## config.mk

```make
export PLATFORM = sky130hd
export DESIGN_NAME = tace_top
export DESIGN_NICKNAME = d
export VERILOG_FILES = /design/src/design/tace_pkg.sv /design/src/design/tace_edge_det.sv /design/src/design/tace_pin_action.sv /design/src/design/tace_top.sv
export SDC_FILE = /design/constraint.sdc
export NUM_CORES = 1
export LEC_CHECK = 0
export BUFFER_PORTS_ARGS = -buffer_cell sky130_fd_sc_hd__buf_2
export CAP_MARGIN = 20
export CORE_ASPECT_RATIO = 0.8
export CORE_MARGIN = 8
export CORE_UTILIZATION = 54
export CTS_BUF_LIST = sky130_fd_sc_hd__clkbuf_16
export CTS_CLUSTER_SIZE = 10
export DETAILED_ROUTE_END_ITERATION = 12
export GPL_ROUTABILITY_DRIVEN = 0
export PLACE_DENSITY = 0.78
export REMOVE_ABC_BUFFERS = 1
export SYNTH_ARGS = -nofsm -noshare
export SYNTH_HDL_FRONTEND = slang
export SYNTH_HIERARCHICAL = 1
export SYNTH_SLANG_ARGS = --single-unit
```

## constraint.sdc

```tcl
create_clock -name ref_clk_in -period 4.8 [get_ports ref_clk_in]
set_input_delay 0.96 -clock ref_clk_in [delete_from_list [all_inputs] [get_ports ref_clk_in]]
set_output_delay 0.96 -clock ref_clk_in [all_outputs]
set_load 0.01 [all_outputs]
```

## src/design/tace_pkg.sv

```systemverilog
package tace_pkg;
  localparam int          NUM_CH        = 8;
  // Register indices; one register per word, byte address is the index times four
  localparam int          IDX_LSB       = 2;
  localparam logic [7:0]  A_OUT_HI      = 8'h08;
  localparam logic [7:0]  A_OUT_LO      = 8'h09;
  localparam logic [7:0]  A_EDGE_HI     = 8'h0a;
  localparam logic [7:0]  A_EDGE_LO     = 8'h0b;
  localparam logic [7:0]  A_IRQ_EN      = 8'h0c;
  localparam logic [7:0]  A_FLAGS       = 8'h0e;
  localparam logic [7:0]  A_FUNC_SEL    = 8'h10;
  localparam logic [7:0]  A_OVR_MASK    = 8'h14;
  localparam logic [7:0]  A_OVR_DATA    = 8'h18;
  localparam logic [7:0]  A_DISCONNECT  = 8'h1c;
  localparam logic [7:0]  A_PIN_STATE   = 8'h20;
  localparam logic [7:0]  RST_BYTE      = 8'h00;
  localparam int          CH7           = 7;
  localparam logic [1:0]  ACT_NONE      = 2'b00;
  localparam logic [1:0]  ACT_TOGGLE    = 2'b01;
  localparam logic [1:0]  ACT_CLEAR     = 2'b10;
  localparam logic [1:0]  ACT_SET       = 2'b11;
  localparam logic [1:0]  EDGE_RISE     = 2'b01;
  localparam logic [1:0]  EDGE_FALL     = 2'b10;
  localparam logic [1:0]  HTRANS_NONSEQ = 2'b10;
endpackage

```

## src/design/tace_edge_det.sv

```systemverilog
`timescale 1ns/1ps
module tace_edge_det #(
  parameter int N = 8
) (
  input  wire logic           ref_clk_in,
  input  wire logic           sys_rst_in,
  input  wire logic [N-1:0]   pin_in,
  input  wire logic [2*N-1:0] edge_cfg_in,
  output logic      [N-1:0]   capture_out
);
  logic [N-1:0] prev_q;
  logic [N-1:0] prev_d;

  always_comb
  begin
    prev_d = pin_in;
    for (int i = 0; i < N; i++)
    begin
      capture_out[i] = (edge_cfg_in[2*i]   & pin_in[i] & ~prev_q[i]) |
                       (edge_cfg_in[2*i+1] & ~pin_in[i] & prev_q[i]);
    end
  end

  always_ff @(posedge ref_clk_in or posedge sys_rst_in)
  begin
    if (sys_rst_in)
      prev_q <= '0;
    else
      prev_q <= prev_d;
  end
endmodule

```

## src/design/tace_pin_action.sv

```systemverilog
`timescale 1ns/1ps
module tace_pin_action (
  input  wire logic       cur_in,
  input  wire logic [1:0] code_in,
  output logic            next_out
);
  always_comb
  begin
    case (code_in)
      tace_pkg::ACT_TOGGLE: next_out = ~cur_in;
      tace_pkg::ACT_CLEAR:  next_out = 1'b0;
      tace_pkg::ACT_SET:    next_out = 1'b1;
      default:              next_out = cur_in;
    endcase
  end
endmodule

```

## src/design/tace_top.sv

```systemverilog
`timescale 1ns/1ps
module tace_top #(
  parameter int N = 8
) (
  input  wire logic         ref_clk_in,
  input  wire logic         sys_rst_in,
  input  wire logic         hsel,
  input  wire logic [31:0]  haddr,
  input  wire logic [1:0]   htrans,
  input  wire logic         hwrite,
  input  wire logic [2:0]   hsize,
  input  wire logic [31:0]  hwdata,
  input  wire logic         hready,
  output logic      [31:0]  hrdata,
  output logic              hreadyout,
  output logic              hresp,
  input  wire logic [N-1:0] compare_match_in,
  input  wire logic [N-1:0] channel_pin_in,
  output logic      [N-1:0] channel_pin_out,
  output logic      [N-1:0] channel_pin_oe_out,
  output logic      [N-1:0] capture_event_out,
  output logic              irq_out
);
  logic [7:0]   out_hi_q, out_lo_q, edge_hi_q, edge_lo_q, irq_en_q, flags_q;
  logic [7:0]   out_hi_d, out_lo_d, edge_hi_d, edge_lo_d, irq_en_d, flags_d;
  logic [7:0]   func_sel_q, ovr_mask_q, ovr_data_q, disc_q;
  logic [7:0]   func_sel_d, ovr_mask_d, ovr_data_d, disc_d;
  logic [N-1:0] pin_q, pin_d, cap_q, cap_d;
  logic         wr_pend_q, wr_pend_d;
  logic [7:0]   wr_addr_q, wr_addr_d;
  logic [31:0]  hrdata_d;
  logic [N-1:0] capture;
  logic [N-1:0] compare_ev;
  logic [N-1:0] act_next;
  logic [7:0]   wbyte;
  logic         addr_ph;

  // Pair x: high register holds channels 7..4, low register 3..0
  function automatic logic [1:0] pair_of(input logic [7:0] hi, input logic [7:0] lo,
                                         input int ch);
    logic [15:0] cat;
    cat = {hi, lo};
    return cat[2*ch +: 2];
  endfunction

  function automatic logic [1:0] act_code(input int ch, input logic [7:0] hi,
                                          input logic [7:0] lo);
    logic [15:0] cat;
    cat = {hi, lo};
    return {cat[2*ch+1], cat[2*ch]};
  endfunction

  // Word-aligned bus: drop the byte lanes to get the register index
  function automatic logic [7:0] reg_index(input logic [31:0] addr);
    return addr[tace_pkg::IDX_LSB +: 8];
  endfunction

  tace_edge_det #(.N(N)) u_edge (
    .ref_clk_in  (ref_clk_in),
    .sys_rst_in  (sys_rst_in),
    .pin_in      (channel_pin_in),
    .edge_cfg_in ({edge_hi_q, edge_lo_q}),
    .capture_out (capture)
  );

  genvar g;
  generate
    for (g = 0; g < N; g++)
    begin : g_act
      tace_pin_action u_act (
        .cur_in   (pin_q[g]),
        .code_in  (act_code(g, out_hi_q, out_lo_q)),
        .next_out (act_next[g])
      );
    end
  endgenerate

  assign addr_ph   = hsel & hready & htrans[1];
  assign hreadyout = 1'b1;
  assign hresp     = 1'b0;
  assign wbyte     = hwdata[7:0];

  always_comb
  begin
    compare_ev = compare_match_in & func_sel_q;
    cap_d      = capture & ~func_sel_q;
    pin_d      = pin_q;
    for (int i = 0; i < N; i++)
    begin
      if (compare_ev[i] && !ovr_mask_q[i])
        pin_d[i] = act_next[i];
      // Override lands after own action, but the mask lets only one of the two change the pin
      if (compare_ev[tace_pkg::CH7] && ovr_mask_q[i] && func_sel_q[i])
        pin_d[i] = ovr_data_q[i];
    end
  end

  always_comb
  begin
    out_hi_d   = out_hi_q;
    out_lo_d   = out_lo_q;
    edge_hi_d  = edge_hi_q;
    edge_lo_d  = edge_lo_q;
    irq_en_d   = irq_en_q;
    func_sel_d = func_sel_q;
    ovr_mask_d = ovr_mask_q;
    ovr_data_d = ovr_data_q;
    disc_d     = disc_q;
    flags_d    = flags_q;
    wr_pend_d  = addr_ph & hwrite;
    wr_addr_d  = addr_ph ? reg_index(haddr) : wr_addr_q;
    hrdata_d   = hrdata;
    if (wr_pend_q)
    begin
      case (wr_addr_q)
        tace_pkg::A_OUT_HI:     out_hi_d   = wbyte;
        tace_pkg::A_OUT_LO:     out_lo_d   = wbyte;
        tace_pkg::A_EDGE_HI:    edge_hi_d  = wbyte;
        tace_pkg::A_EDGE_LO:    edge_lo_d  = wbyte;
        tace_pkg::A_IRQ_EN:     irq_en_d   = wbyte;
        tace_pkg::A_FLAGS:      flags_d    = flags_q & ~wbyte;
        tace_pkg::A_FUNC_SEL:   func_sel_d = wbyte;
        tace_pkg::A_OVR_MASK:   ovr_mask_d = wbyte;
        tace_pkg::A_OVR_DATA:   ovr_data_d = wbyte;
        tace_pkg::A_DISCONNECT: disc_d     = wbyte;
        default:                ;
      endcase
    end
    // Set after clear so a same-cycle event is never lost
    flags_d = flags_d | compare_ev | cap_d;
    if (addr_ph && !hwrite)
    begin
      case (reg_index(haddr))
        tace_pkg::A_OUT_HI:     hrdata_d = {24'h00_0000, out_hi_q};
        tace_pkg::A_OUT_LO:     hrdata_d = {24'h00_0000, out_lo_q};
        tace_pkg::A_EDGE_HI:    hrdata_d = {24'h00_0000, edge_hi_q};
        tace_pkg::A_EDGE_LO:    hrdata_d = {24'h00_0000, edge_lo_q};
        tace_pkg::A_IRQ_EN:     hrdata_d = {24'h00_0000, irq_en_q};
        tace_pkg::A_FLAGS:      hrdata_d = {24'h00_0000, flags_q};
        tace_pkg::A_FUNC_SEL:   hrdata_d = {24'h00_0000, func_sel_q};
        tace_pkg::A_OVR_MASK:   hrdata_d = {24'h00_0000, ovr_mask_q};
        tace_pkg::A_OVR_DATA:   hrdata_d = {24'h00_0000, ovr_data_q};
        tace_pkg::A_DISCONNECT: hrdata_d = {24'h00_0000, disc_q};
        tace_pkg::A_PIN_STATE:  hrdata_d = {24'h00_0000, pin_q};
        default:                hrdata_d = 32'h0000_0000;
      endcase
    end
  end

  always_ff @(posedge ref_clk_in or posedge sys_rst_in)
  begin
    if (sys_rst_in)
    begin
      out_hi_q   <= tace_pkg::RST_BYTE;
      out_lo_q   <= tace_pkg::RST_BYTE;
      edge_hi_q  <= tace_pkg::RST_BYTE;
      edge_lo_q  <= tace_pkg::RST_BYTE;
      irq_en_q   <= tace_pkg::RST_BYTE;
      flags_q    <= tace_pkg::RST_BYTE;
      func_sel_q <= tace_pkg::RST_BYTE;
      ovr_mask_q <= tace_pkg::RST_BYTE;
      ovr_data_q <= tace_pkg::RST_BYTE;
      disc_q     <= tace_pkg::RST_BYTE;
      pin_q      <= '0;
      cap_q      <= '0;
      wr_pend_q  <= 1'b0;
      wr_addr_q  <= 8'h00;
      hrdata     <= 32'h0000_0000;
      irq_out    <= 1'b0;
    end
    else
    begin
      out_hi_q   <= out_hi_d;
      out_lo_q   <= out_lo_d;
      edge_hi_q  <= edge_hi_d;
      edge_lo_q  <= edge_lo_d;
      irq_en_q   <= irq_en_d;
      flags_q    <= flags_d;
      func_sel_q <= func_sel_d;
      ovr_mask_q <= ovr_mask_d;
      ovr_data_q <= ovr_data_d;
      disc_q     <= disc_d;
      pin_q      <= pin_d;
      cap_q      <= cap_d;
      wr_pend_q  <= wr_pend_d;
      wr_addr_q  <= wr_addr_d;
      hrdata     <= hrdata_d;
      irq_out    <= |(flags_d & irq_en_d);
    end
  end

  always_comb
  begin
    for (int i = 0; i < N; i++)
    begin
      // Pin is an output when not disconnected and its mode/level pair is nonzero or ch7 overrides it
      channel_pin_oe_out[i] = ~disc_q[i] &
                              ((pair_of(out_hi_q, out_lo_q, i) != tace_pkg::ACT_NONE) |
                               (ovr_mask_q[i] & func_sel_q[i]));
    end
  end
  assign channel_pin_out   = pin_q;
  assign capture_event_out = cap_q;
endmodule

```

Word-level counts from Yosys, hierarchy flattened

Cells that the tools add are included.

Add/sub/neg operators: 0
$mul: 0
Div/mod/pow operators: 0
Order comparisons: 0
Equality and inequality tests: 45
Shift-type cells: 0
Muxes and demuxes: 29
Bitwise logic cells: 107
Reductions and logical operators: 75

Operators by type and width:

| cell                                                 | count |
|---|---|
| equality test 8 x 4 -> 1 bit (second input constant) | 12 |
| one-hot mux 8 bit (11 select lines)                  | 1 |
| equality test 8 x 5 -> 1 bit (second input constant) | 8 |
| bitwise AND 1 bit                                    | 51 |
| bitwise AND 8 bit                                    | 4 |
| equality test 2 bit (second input constant)          | 16 |
| two-way mux 8 bit                                    | 4 |
| inverter 1 bit                                       | 32 |
| AND reduction 2 bit                                  | 16 |
| nonzero test 2 bit                                   | 16 |
| nonzero test 4 bit                                   | 8 |
| logical AND 1 bit                                    | 25 |
| one-hot mux 1 bit (3 select lines)                   | 8 |
| equality test 2 x 1 -> 1 bit (second input constant) | 8 |
| two-way mux 1 bit                                    | 16 |
| inverter 8 bit                                       | 2 |
| bitwise OR 1 bit                                     | 16 |
| bitwise OR 8 bit                                     | 2 |
| logical NOT 1 bit                                    | 9 |
| equality test 8 x 6 -> 1 bit (second input constant) | 1 |
| OR reduction 8 bit                                   | 1 |

Bits in registers: 146
Latch bits: 0
Memory bits (writable): 0
ROM bits: 0
Input bits: 90
Output and inout port bits: 59
Logic and storage cells: 280
Memories kept: 0

Depth between registers and ports, before layout

Gate-level depths: netlist (run 1).

Depth after elaboration: 8
Depth in mapped cells: 8
Depth with buffers taken out: 6

Modules after synthesis

The synthesis (run 1) kept the hierarchy.

Modules (own cells, without submodules):

| module          | instances | cells an instance | area each (um2) | seq. area each (um2) |
|---|---|---|---|---|
| tace_top        | 1         | 485               | 5700.5          | 2852.7 |
| tace_edge_det   | 1         | 33                | 314.1           | 200.2 |
| tace_pin_action | 8         | 2                 | 30.0            | 0.0 |

Worst setup path before layout (run 1)

OpenSTA, ideal clock, no wires.

Path kind: input to register
Start point: input port haddr[4]
End point: register hrdata[3]
Setup time: 0.121 ns
Arrival time: 2.440 ns
Required time: 4.679 ns
Setup slack: 2.239 ns
Cell stages on the path: 6
Buffers on the path: 2
Cell sequence: buf_2 -> buf_1 -> mux4_2 -> a22oi_1 -> nand3_1 -> a22o_1

Cells in the longest elaborated chain, start to end: 2
Elaborated cells on any way between the ends: 12
Those cells by class: 11 x eq/ne; 1 x mux

RTL lines:

| element                                                    | line            | text |
|---|---|---|
| start: declaration                                         | tace_top.sv:8   | `input wire logic [31:0] haddr,` |
| equality test 8 x 6 -> 1 bit, or another cell as far along | tace_top.sv:133 | `case (reg_index(haddr))` |
| one-hot mux 8 bit (11 select lines) (*)                    | tace_top.sv:133 |  |
| end signal: assignment                                     | tace_top.sv:187 | `hrdata <= hrdata_d;` |
| end: declaration                                           | tace_top.sv:14  | `output logic [31:0] hrdata,` |

Every way passes the cells marked *; elsewhere a longest branch is shown, timed or not.
A chain may end at the register's enable or synchronous reset.

Final worst setup path (run 1)

Start point: register wr_addr_q[6]
End point: register irq_out

Elaborated cells on any way between the ends: 10
Those cells by class: 2 x eq/ne; 4 x mux; 3 x bitwise; 1 x reduce/logical

RTL lines:

| element                      | line            | text |
|---|---|---|
| start: declaration           | tace_top.sv:30  | `logic [7:0] wr_addr_q, wr_addr_d;` |
| start signal: assignment     | tace_top.sv:186 | `wr_addr_q <= wr_addr_d;` |
| equality test 8 x 4 -> 1 bit | tace_top.sv:115 | `case (wr_addr_q)` |
| two-way mux 8 bit            | tace_top.sv:115 |  |
| two-way mux 8 bit            | tace_top.sv:113 | `if (wr_pend_q)` |
| net irq_en_d[3]              | tace_top.sv:25  | `logic [7:0] out_hi_d, out_lo_d, edge_hi_d, edge_lo_d, irq_en_d, flags_d;` |
| bitwise AND 8 bit            | tace_top.sv:188 | `irq_out <= \|(flags_d & irq_en_d);` |
| OR reduction 8 bit           | tace_top.sv:188 |  |
| end signal: assignment       | tace_top.sv:188 |  |
| end: declaration             | tace_top.sv:22  | `output logic irq_out` |

The timed path passes the listed nets, and every way through them passes these cells.

==> results of run 1 <==
[layout make-up]
class                           instances  area (um2)
Inverter                                6        25.0
Tap cell                              148         185
Sequential cell                       122        3050
Fill cell                             877        4150
Clock inverter                         15         200
Timing Repair Buffer                   72         385
Clock buffer                           17         425
Multi-Input combinational cell        380        2960
[worst paths after layout]
check / start / endpoint / slack (ps) / cells past startpoint
worst max register to register: wr_addr_q[6]$_DFFE_PP0P_ / irq_out$_DFF_PP0_ / 1610 / 5
worst max-delay path: wr_addr_q[6]$_DFFE_PP0P_ / irq_out$_DFF_PP0_ / 1610 / 5
min in group asynchronous: sys_rst_in / wr_addr_q[5]$_DFFE_PP0P_ / 540 / 2
worst min-delay path: hrdata[2]$_DFFE_PP0P_ / hrdata[2]$_DFFE_PP0P_ / 470 / 2
worst min register to register: hrdata[2]$_DFFE_PP0P_ / hrdata[2]$_DFFE_PP0P_ / 470 / 2
max in group asynchronous: sys_rst_in / ovr_mask_q[3]$_DFFE_PP0P_ / 3490 / 3
[sequential cells by signal, indices dropped and copies added, names as in the netlist]
register	flops
wr_pend_q	1
irq_out	1
irq_en_q	8
hrdata	8
out_hi_q	8
u_edge/prev_q	8
capture_event_out	8
ovr_mask_q	8
edge_lo_q	8
ovr_data_q	8
channel_pin_out	8
func_sel_q	8
flags_q	8
out_lo_q	8
wr_addr_q	8
edge_hi_q	8
disc_q	8
[cells in the mapped netlist, types with 4 or more instances]
cell type	number
a211oi_1	11
a21oi_1	4
a221o_1	7
a22o_1	10
a22oi_1	13
a31oi_1	7
buf_2	9
buf_4	26
clkbuf_1	10
dfrtp_1	122
inv_1	6
mux2_2	84
mux2i_1	12
mux4_2	4
nand2_1	43
nand2b_1	4
nand2b_4	8
nand3_1	16
nand3b_1	6
nand4_1	10
nor2_1	16
nor2b_1	15
o21ai_0	22
o22ai_1	11
o2bb2ai_1	4
xnor2_2	8
[power breakdown]
group	switching [mW]	total [mW]	internal, mW
combinational	0.166	0.297	0.131
clock	0.496	1.36	0.867
sequential	0.0794	1.17	1.09
[per-stage QoR]
step | instance area, um2 | power (mW) | util [%] | std cells | worst slack (ps)
2_1_floorplan | 6030 | 1.35 | - | 508 | 824
3_3_place_gp | 6580 | 1.46 | 57.8 | 727 | 1580
3_5_place_dp | 6580 | 1.48 | 57.8 | 727 | 1580
4_1_cts | 7200 | 2.83 | 63.3 | 759 | 1700
5_1_grt | 7230 | 2.92 | 63.5 | 760 | 1630
6_report | 7230 | 2.83 | 63.5 | 760 | 1610
[worst register-to-register path, delay by kind of cell (launching register included)]
family,cells,cell delay (ps)
muxes,1,430
and+or+nand+nor,3,1990
AOI/OAI and AO/OA,1,220
DFF,1,410
[cells by family (layout without fill, tap and decap cells)]
group | count (synthesis) | in the layout | share of synthesized area [%]
xor gates and xnor gates | 8 | 8 | 2.08
buffers and inverters | 56 | 110 | 5.34
other | 2 | 26 | 0.120
AOI/OAI and AO/OA | 103 | 103 | 11.7
DFF | 122 | 122 | 48.8
muxes | 101 | 101 | 18.7
and+or+nand+nor | 142 | 142 | 13.3
[layer usage]
layer,share of wire (%),wire length (um),vias up
met1,41,7260,2394
met4,3.7,655,0
li1,-,-,2065
met5,0,0,-
met2,45,8000,314
met3,11,1980,72
==> summary.md, run 1 <==
| Metric | Value |
|---|---|
| GR peak layer | met2 |
| ANT cells | 0 |
| CTS root buf | clkbuf_16 |
| Post-CTS setup buffer count | 0 |
| Relative slew slack | 20.8% |
| FFs w/ async S/R, synth | between 90% and 100% |
| Synth unique cells | 55 |
| Critical Path AT | around 3500 ps |
| Clk Latency, worst-skew pair | 420 ps |
| Outcome | finished, final reports clean |
| Total global-route track usage | 23.9% |
| Vias in the first global route | between 4000 and 5000 |
| Iter 0 DRT Violations | just under 600 |
| Final Hold Fails | 0 |
| Largest net degree at the start of global routing | 86 |
| Synth top area share | about half |
| Grt met3 use | under 10% |
| Syn Area/Cell | around 12 um2 |
| RSZ-0062 raised after global routing | no |
| Met2 Usage GRT | roughly 35% |
| PwrDens | slightly below 400 nW/um2 |
| Count of port buffers added during placement | 70 |
| Worst vdd ir | 237 uV |
| Clock Pin Slew Worst Setup and Hold Paths | around 60 ps |
| Clock buffer depth | 2 |
| Vias per Instance | between 6 and 7 |
| Count of pins over their slew limit | 0 |
| Met1 GRT Util | 31.4% |
| Hold_buf cts | 0 |
| Die Wd | roughly 140 um |
| Hpwl dp | about 12 mm |
| CP delay by family, top | simple AND/OR/NAND/NOR gates |
| Element type at the critical path end | flip-flop |
| Lkg Pwr | between 3 and 4 nW |
| Total grt overflow | 0 |
| Predominant post-synthesis flop cell | dfrtp_1 |
| 1st-pass router iterations | 5 |
| Fmax | roughly 310 MHz |
| TritonCTS clock tree | yes |
| Worst-path maximum fanout | 12 |
| Period minus WS final | 3190 ps |
| Worst Clk Skew | roughly 5.4 ps |
| First-pass GRT wire length | 27.5 mm |
| Die area | around 15000 um2 |
| Post_cts resized | 0 |
| Crit path kind | flip-flop to flip-flop |
| Final nets | about 690 |
| Critical Path Start Type | flip-flop |
| Max cap viols | 0 |
| Area delta synth->final | 15.6% |
| Area leader, netlist | dfrtp_1 |
| Period utilization | between 60% and 70% |
| Fin Hold WS | between 400 and 500 ps |
| # rows | 35 |
| Mapped Area | approximately 6300 um2 |
| WL/cell | ~24 um |
| Number of synthesized register bits | around 120 |
| Worst-Margin Slew | 1180 ps |
| DR vias | between 4000 and 5000 |
| Most frequent cells in the layout | dfrtp_1 (122), mux2_2 (84), buf_2 (70), nand2_1 (43), conb_1 (26) |
| Synth Instances | 534 |
| I/O pin count | 149 |
| Commonest non-fill, non-tap cell in the layout | dfrtp_1 |
| Starting Density | between 50% and 60% |
| Detailed Route WL | 17.9 mm |
| Final setup fails | 0 |
| CP peak stage delay | slightly below 800 ps |
| Synth warn | 6 |
| Initial antenna violation count | 0 |
| CTS sink cnt | 122 |
| Slowest CP cell | nor4b_4 |
| Critical Path RT | between 5000 and 6000 ps |
| Worst Path Buf+Inv | 0 |
| EDFF count, synth | 0 |
| Worst-path cell chain | nor4b_4, and4b_1, mux2_1, a22o_1, or4_1 |
| Setup TNS | 0 ps |
| H-tree levels | 4 |
| DRT antenna net count | 0 |
| DRC | 0 |
| Die height | 112 um |
| Min-Delay Path Class | flip-flop to flip-flop |
| Seq/Total Area, Yosys | around 49% |
| Core area | 11400 um2 |
| Top post-synthesis cells by area | dfrtp_1 (49%), mux2_2 (15%), buf_4 (3.1%) |
| Share of cells above drive strength 1 | approximately 34% |
| Num CTS Buffers | 17 |
(Power assumes the default switching activity.)
==> inputs of run 2 (changes only) <==
==> constraint.sdc (replaced) <==
create_clock -name ref_clk_in -period 3 [get_ports ref_clk_in]
set_input_delay 0.6 -clock ref_clk_in [delete_from_list [all_inputs] [get_ports ref_clk_in]]
set_output_delay 0.6 -clock ref_clk_in [all_outputs]
set_load 0.01 [all_outputs]
==> run 2 against run 1 <==
  * Global-route usage shrank 0.24 points
  * Utilization shrank 0.69 points
  * Clock skew grew 4.1 ps
  * Critical path type unchanged
  * Largest cell class unchanged
==> summary.md, run 2 (same netlist as run 1, synthesis figures left out) <==
| Metric | Value |
|---|---|
| Final Hold Fails | 0 (unchanged) |
| Iter 0 DRT Violations | 526 (was 583) |
| WL/cell | 23.1 um (was 23.6 um) |
| Commonest non-fill, non-tap cell in the layout | dfrtp_1 (unchanged) |
| R2r endpoint | out_hi_q[5]$_DFFE_PP0P_ (was irq_out$_DFF_PP0_) |
| Max cap viols | 0 (unchanged) |
| R2R setup slack | 300 ps (was 1610 ps) |
| Hpwl dp | 12.6 mm (was 12.1 mm) |
| CTS sink cnt | 122 (unchanged) |
| Relative slew slack | 31.9% (was 20.8%) |
| Critical Path Start Type | flip-flop (unchanged) |
| Core area | 11400 um2 (unchanged) |
| DRC | 0 (unchanged) |
| Multi-input logic area | 2960 um2 (unchanged) |
| CP peak stage delay | 620 ps (was 780 ps) |
| ANT cells | 0 (unchanged) |
| Post-CTS setup buffer count | 0 (unchanged) |
| TritonCTS clock tree | yes (unchanged) |
| Crit path kind | flip-flop to flip-flop (unchanged) |
| 1st-pass router iterations | 5 (unchanged) |
| Largest net degree at the start of global routing | 61 (was 86) |
| Worst reg2reg path depth | 5 (unchanged) |
| Critical Path RT | 3290 ps (was 5080 ps) |
| Vias per Instance | 6.26 (was 6.38) |
| Outcome | finished, final reports clean (unchanged) |
| Clock buffer depth | 2 (unchanged) |
| Lkg Pwr | 3.22 nW (was 3.20 nW) |
| Hold_buf cts | 0 (unchanged) |
| Slowest CP cell | nor4bb_1 (was nor4b_4) |
| Worst vdd ir | 484 uV (was 237 uV) |
| Die area | 15300 um2 (unchanged) |
| I/O pin count | 149 (unchanged) |
| Detailed Route WL | 17.7 mm (was 17.9 mm) |
| Most frequent cells in the layout | dfrtp_1 (122), mux2_2 (84), buf_2 (70), nand2_1 (43), conb_1 (26) (unchanged) |
| H-tree levels | 4 (unchanged) |
| Final setup fails | 0 (unchanged) |
| Final nets | 702 (was 689) |
| DR vias | 4805 (was 4845) |
| Fin Hold WS | 238 ps (was 474 ps) |
| Final core occ | 62.8% (was 63.5%) |
| Fmax | 370 MHz (was 314 MHz) |
| CTS root buf | clkbuf_16 (unchanged) |
| PwrDens | 563 nW/um2 (was 392 nW/um2) |
| # rows | 35 (unchanged) |
| Element type at the critical path end | flip-flop (unchanged) |
| Vias in the first global route | 4919 (was 4865) |
| Reg-to-reg startpoint | wr_addr_q[6]$_DFFE_PP0P_ (unchanged) |
| Count of port buffers added during placement | 70 (unchanged) |
| Period utilization | 90.0% (was 66.4%) |
| DRT antenna net count | 0 (unchanged) |
| Total global-route track usage | 23.6% (was 23.9%) |
| First-pass GRT wire length | 27.6 mm (was 27.5 mm) |
| Clk Latency, worst-skew pair | 410 ps (was 420 ps) |
| Clock Pin Slew Worst Setup and Hold Paths | 50 ps (was 60 ps) |
| Die height | 112 um (unchanged) |
| Worst-path maximum fanout | 11 (was 12) |
| Die Wd | 136 um (unchanged) |
| Fillers | 912 (was 877) |
| Worst Clk Skew | 9.46 ps (was 5.39 ps) |
| Starting Density | 54.9% (unchanged) |
| Worst-Margin Slew | 996 ps (was 1180 ps) |
| Share of cells above drive strength 1 | 34.8% (was 34.5%) |
| Total grt overflow | 0 (unchanged) |
| Period minus WS final | 2700 ps (was 3190 ps) |
| RSZ-0062 raised after global routing | no (unchanged) |
| Count of pins over their slew limit | 0 (unchanged) |
| Initial antenna violation count | 0 (unchanged) |
| Num CTS Buffers | 17 (unchanged) |
| Min-Delay Path Class | input port to async pin (was flip-flop to flip-flop) |
| Area delta synth->final | 14.4% (was 15.6%) |
| Post_cts resized | 0 (unchanged) |
| Storage cell area | 3050 um2 (unchanged) |
| Worst-path cell chain | nor4b_4, buf_4, nor4bb_1, nand2_1, mux2_2 (was nor4b_4, and4b_1, mux2_1, a22o_1, or4_1) |
| Critical Path AT | 2990 ps (was 3470 ps) |
-- run 2: cell count changes in the layout (fill, tap and decap cells not counted), sizes merged --
cell,before,now
clkinvlp,5,0
bufinv,4,0
clkinv,5,7
inv,7,9
buf,72,85
-- run 2: report_power, final --
group          switching [mW]  internal [mW]
Combinational           0.265          0.214
Clock                   0.668           1.00
Sequential              0.129           1.75
Total                    1.06           2.97
-- run 2: worst max-delay path: cells and delay by family (launching register included) --
family                 cells  cell delay (ps)
multiplexers               1              430
AND/OR/NAND/NOR            3             1480
flip-flops                 1              400
buffers and inverters      1              260
-- run 2: how the worst max path moves through the flow --
stage	start	endpoint	slack, ps
6_report	wr_addr_q[6]$_DFFE_PP0P_	out_hi_q[5]$_DFFE_PP0P_	300
5_1_grt	wr_addr_q[6]$_DFFE_PP0P_	out_hi_q[1]$_DFFE_PP0P_	250
4_1_cts	wr_addr_q[6]$_DFFE_PP0P_	out_hi_q[5]$_DFFE_PP0P_	400
3_5_place_dp	haddr[4]	hrdata[7]$_DFFE_PP0P_	130
3_3_place_gp	haddr[4]	hrdata[7]$_DFFE_PP0P_	180
2_1_floorplan	sys_rst_in	capture_event_out[0]$_DFF_PP0_	-620
-- run 2: through the flow --
stage | TNS (ps) | std cells | power, mW | setup WS (ps) | cell area, um2
final | 0 | 768 | 4.03 | 300 | 7150
after global routing | 0 | 768 | 4.17 | 250 | 7150
after CTS | 0 | 768 | 4.04 | 403 | 7150
after detailed placement | 0 | 741 | 2.37 | 130 | 6680
after global placement | 0 | 741 | 2.35 | 179 | 6680
after floorplan | -70190 | 508 | 2.16 | -616 | 6030
-- run 2: layout make-up --
type / instances / area share (%)
timing repair buffer: 85 / 6.47
tap: 148 / 2.59
inverter: 6 / 0.350
clock buffer: 17 / 5.95
sequential: 122 / 42.7
clock inverter: 10 / 0.612
multi-input combinational: 380 / 41.4
-- run 2: metal layers --
| layer | global-route usage (%) | wire (um) |
|---|---|---|
| met5 | 0 | 0 |
| met4 | 9.13 | 426 |
| met3 | 9.24 | 1940 |
| met2 | 34.5 | 7980 |
| met1 | 30.9 | 7350 |
==> inputs of run 3 (changes only) <==
--- a/config.mk
+++ b/config.mk
@@ -5,6 +5,7 @@
 export SDC_FILE = /design/constraint.sdc
 export NUM_CORES = 1
 export LEC_CHECK = 0
+export ABC_AREA = 1
 export BUFFER_PORTS_ARGS = -buffer_cell sky130_fd_sc_hd__buf_2
 export CAP_MARGIN = 20
 export CORE_ASPECT_RATIO = 0.8
==> run 3 against run 2 <==
  * Via count up 25%
  * Area after synthesis up 3.2%
  * Cell count rose by 44%
  * Critical path depth up 2
  * Combinational power grew 40%
  * Non-clock buffer count increased by 2
  * Power is 13% higher
  * Register-to-register slack gained 760 ps
  * Die area up 2.8%
==> summary.md, run 3 <==
| Metric | Value |
|---|---|
| Hpwl dp | 12.8 mm (was 12.6 mm) |
| Total Power | 4.56 mW (was 4.03 mW) |
| Worst Path Buf+Inv | 1 (unchanged) |
| EDFF count, synth | 0 (unchanged) |
| Main combinational cell family by area after synthesis | simple AND/OR/NAND/NOR gates (was multiplexers) |
| Clk Latency, worst-skew pair | 420 ps (was 410 ps) |
| Slowest CP cell | nor2_4 (was nor4bb_1) |
| Max cap viols | 0 (unchanged) |
| Synth Area in Adders | 0% (unchanged) |
| Period utilization | 64.6% (was 90.0%) |
| Clock buffer depth | 2 (unchanged) |
| Iter 0 DRT Violations | 695 (was 526) |
| Most frequent cells in the layout | nand2_1 (259), dfrtp_1 (122), nand3_1 (118), inv_1 (94), nor2_1 (79) (was dfrtp_1 (122), mux2_2 (84), buf_2 (70), nand2_1 (43), conb_1 (26)) |
| Critical Path Start | wr_addr_q[7]$_DFFE_PP0P_ (was wr_addr_q[6]$_DFFE_PP0P_) |
| Min-Delay Path Class | input port to async pin (unchanged) |
| Die height | 114 um (was 112 um) |
| CP delay by family, top | simple AND/OR/NAND/NOR gates (unchanged) |
| Syn Area/Cell | 7.50 um2 (was 11.7 um2) |
| # rows | 35 (unchanged) |
| Mapped Area | 6450 um2 (was 6250 um2) |
| Cell with the most instances after synthesis | nand2_1 (was dfrtp_1) |
| Fmax | 516 MHz (was 370 MHz) |
| Top cells by count, synth | nand2_1 (259), dfrtp_1 (122), nand3_1 (118), inv_1 (94), nor2_1 (81) (was dfrtp_1 (122), mux2_2 (84), nand2_1 (43), buf_4 (26), o21ai_0 (22)) |
| Period minus WS final | 1940 ps (was 2700 ps) |
| RSZ-0062 raised after global routing | no (unchanged) |
| Worst Clk Skew | 7.46 ps (was 9.46 ps) |
| WL/cell | 16.9 um (was 23.1 um) |
| Synth unique cells | 31 (was 55) |
| Post-synthesis mux area share | 0% (was 18.7%) |
| Final Hold Fails | 0 (unchanged) |
| Initial antenna violation count | 0 (unchanged) |
| Post-CTS setup buffer count | 0 (unchanged) |
| Worst-Margin Slew | 687 ps (was 996 ps) |
| CP most frequent cell | nand2_1 |
| Simple-gate share of the synthesized area | 33.2% (was 13.3%) |
| Worst reg2reg path depth | 7 (was 5) |
| Lkg Pwr | 4.21 nW (was 3.22 nW) |
| DRC | 0 (unchanged) |
| Critical Path AT | 2230 ps (was 2990 ps) |
| Fin Hold WS | 254 ps (was 238 ps) |
| Seq/Total Area, Yosys | 47.3% (was 48.8%) |
| Worst-path maximum fanout | 18 (was 11) |
| Worst-path cell chain | inv_1, nand2_1, nor2_4, and3_4, nand3_4, nand2_1, o21ai_1 (was nor4b_4, buf_4, nor4bb_1, nand2_1, mux2_2) |
| DR vias | 5987 (was 4805) |
| CP peak stage delay | 480 ps (was 620 ps) |
| H-tree levels | 4 (unchanged) |
| Hold_buf cts | 0 (unchanged) |
| Clock Pin Slew Worst Setup and Hold Paths | 60 ps (was 50 ps) |
| Count of pins over their slew limit | 0 (unchanged) |
| Synth Area in XOR/XNOR | 0% (was 2.08%) |
| Num CTS Buffers | 17 (unchanged) |
| 1st-pass router iterations | 5 (unchanged) |
| Total global-route track usage | 24.3% (was 23.6%) |
| TritonCTS clock tree | yes (unchanged) |
| Reg-to-reg startpoint | wr_addr_q[7]$_DFFE_PP0P_ (was wr_addr_q[6]$_DFFE_PP0P_) |
| PwrDens | 614 nW/um2 (was 563 nW/um2) |
| I/O pin count | 149 (unchanged) |
| Detailed Route WL | 18.7 mm (was 17.7 mm) |
| Area delta synth->final | 15.2% (was 14.4%) |
| Largest net degree at the start of global routing | 49 (was 61) |
| CTS root buf | clkbuf_16 (unchanged) |
| Synth warn | 6 (unchanged) |
| Synth Area in Compound Gates | 8.76% (was 11.7%) |
| Element type at the critical path end | flip-flop (unchanged) |
| Die area | 15700 um2 (was 15300 um2) |
| Final nets | 1033 (was 702) |
| Predominant post-synthesis flop cell | dfrtp_1 (unchanged) |
| Number of synthesized register bits | 122 (unchanged) |
| Share of cells above drive strength 1 | 14.7% (was 34.8%) |
| FFs w/ async S/R, synth | 100% (unchanged) |
| Cell count along the critical path | 7 (was 5) |
| Synth top area share | 47.3% (was 48.8%) |
| ANT cells | 0 (unchanged) |
| Commonest non-fill, non-tap cell in the layout | nand2_1 (was dfrtp_1) |
| Critical Path RT | 3290 ps (about the same) |
| CTS sink cnt | 122 (unchanged) |
| Starting Density | 55.6% (was 54.9%) |
| Post_cts resized | 0 (unchanged) |
| Core area | 11600 um2 (was 11400 um2) |
| DRT antenna net count | 0 (unchanged) |
| Synth Instances | 861 (was 534) |
| Relative slew slack | 54.1% (was 31.9%) |
| Final setup fails | 0 (unchanged) |
| Crit path kind | flip-flop to flip-flop (unchanged) |
| Total grt overflow | 0 (unchanged) |
| Outcome | finished, final reports clean (unchanged) |
| Worst vdd ir | 472 uV (was 484 uV) |
| Vias in the first global route | 5762 (was 4919) |
| Die Wd | 138 um (was 136 um) |
| Vias per Instance | 5.42 (was 6.26) |
| Critical Path Start Type | flip-flop (unchanged) |
| Top post-synthesis cells by area | dfrtp_1 (47%), nand2_1 (15%), nand3_1 (9.2%) (was dfrtp_1 (49%), mux2_2 (15%), buf_4 (3.1%)) |
| Area leader, netlist | dfrtp_1 (unchanged) |
| Count of port buffers added during placement | 70 (unchanged) |
| First-pass GRT wire length | 30.2 mm (was 27.6 mm) |
-- run 3: changes by cell type after synthesis, sizes merged, moves of 62 or more --
cell and change:
inv +90, nor2 +71, nand3 +104, mux2 -85
nand2 +223, o21ai +62
-- run 3: layout make-up --
class | count | area, um2
sequential | 122 | 3050
timing repair buffer | 87 | 490
clock buffer | 17 | 425
multi-input combinational | 619 | 2810
tap | 148 | 185
inverter | 96 | 363
fill | 1023 | 4170
clock inverter | 15 | 111
-- run 3: final timing paths --
kind                                         endpoint  slack, ps
max in group asynchronous    wr_addr_q[1]$_DFFE_PP0P_       2010
min in group ref_clk_in    u_edge/prev_q[5]$_DFF_PP0_        310
min reg2reg                     hrdata[2]$_DFFE_PP0P_        480
min                        u_edge/prev_q[5]$_DFF_PP0_        250
max reg2reg                  edge_hi_q[7]$_DFFE_PP0P_       1060
max                          edge_hi_q[7]$_DFFE_PP0P_       1060
-- run 3: where the power goes --
group | switching (mW) | internal [mW]
sequential | 0.206 | 1.83
combinational | 0.440 | 0.229
clock | 0.745 | 1.12
-- run 3: cell families after synthesis --
logic type             Yosys count
AOI/OAI and AO/OA              108
other                            2
and+or+nand+nor                485
DFF                            122
buffers and inverters          144
-- run 3: layer usage --
metal	global-route usage (%)	wire length, um
met5	0	0
met3	7.43	2030
met1	31.7	7840
met4	8.02	509
met2	37.8	8320
-- run 3: stage by stage --
stage          cell area (um2)  setup TNS, ps  instances  util (%)  worst slack (ps)
2_1_floorplan             6220         -70190        837         -              -616
3_3_place_gp              6900              0       1072      59.5               840
3_5_place_dp              6900              0       1072      59.5               798
4_1_cts                   7440              0       1104      64.1              1060
5_1_grt                   7440              0       1104      64.1               952
6_report                  7440              0       1104      64.1              1060
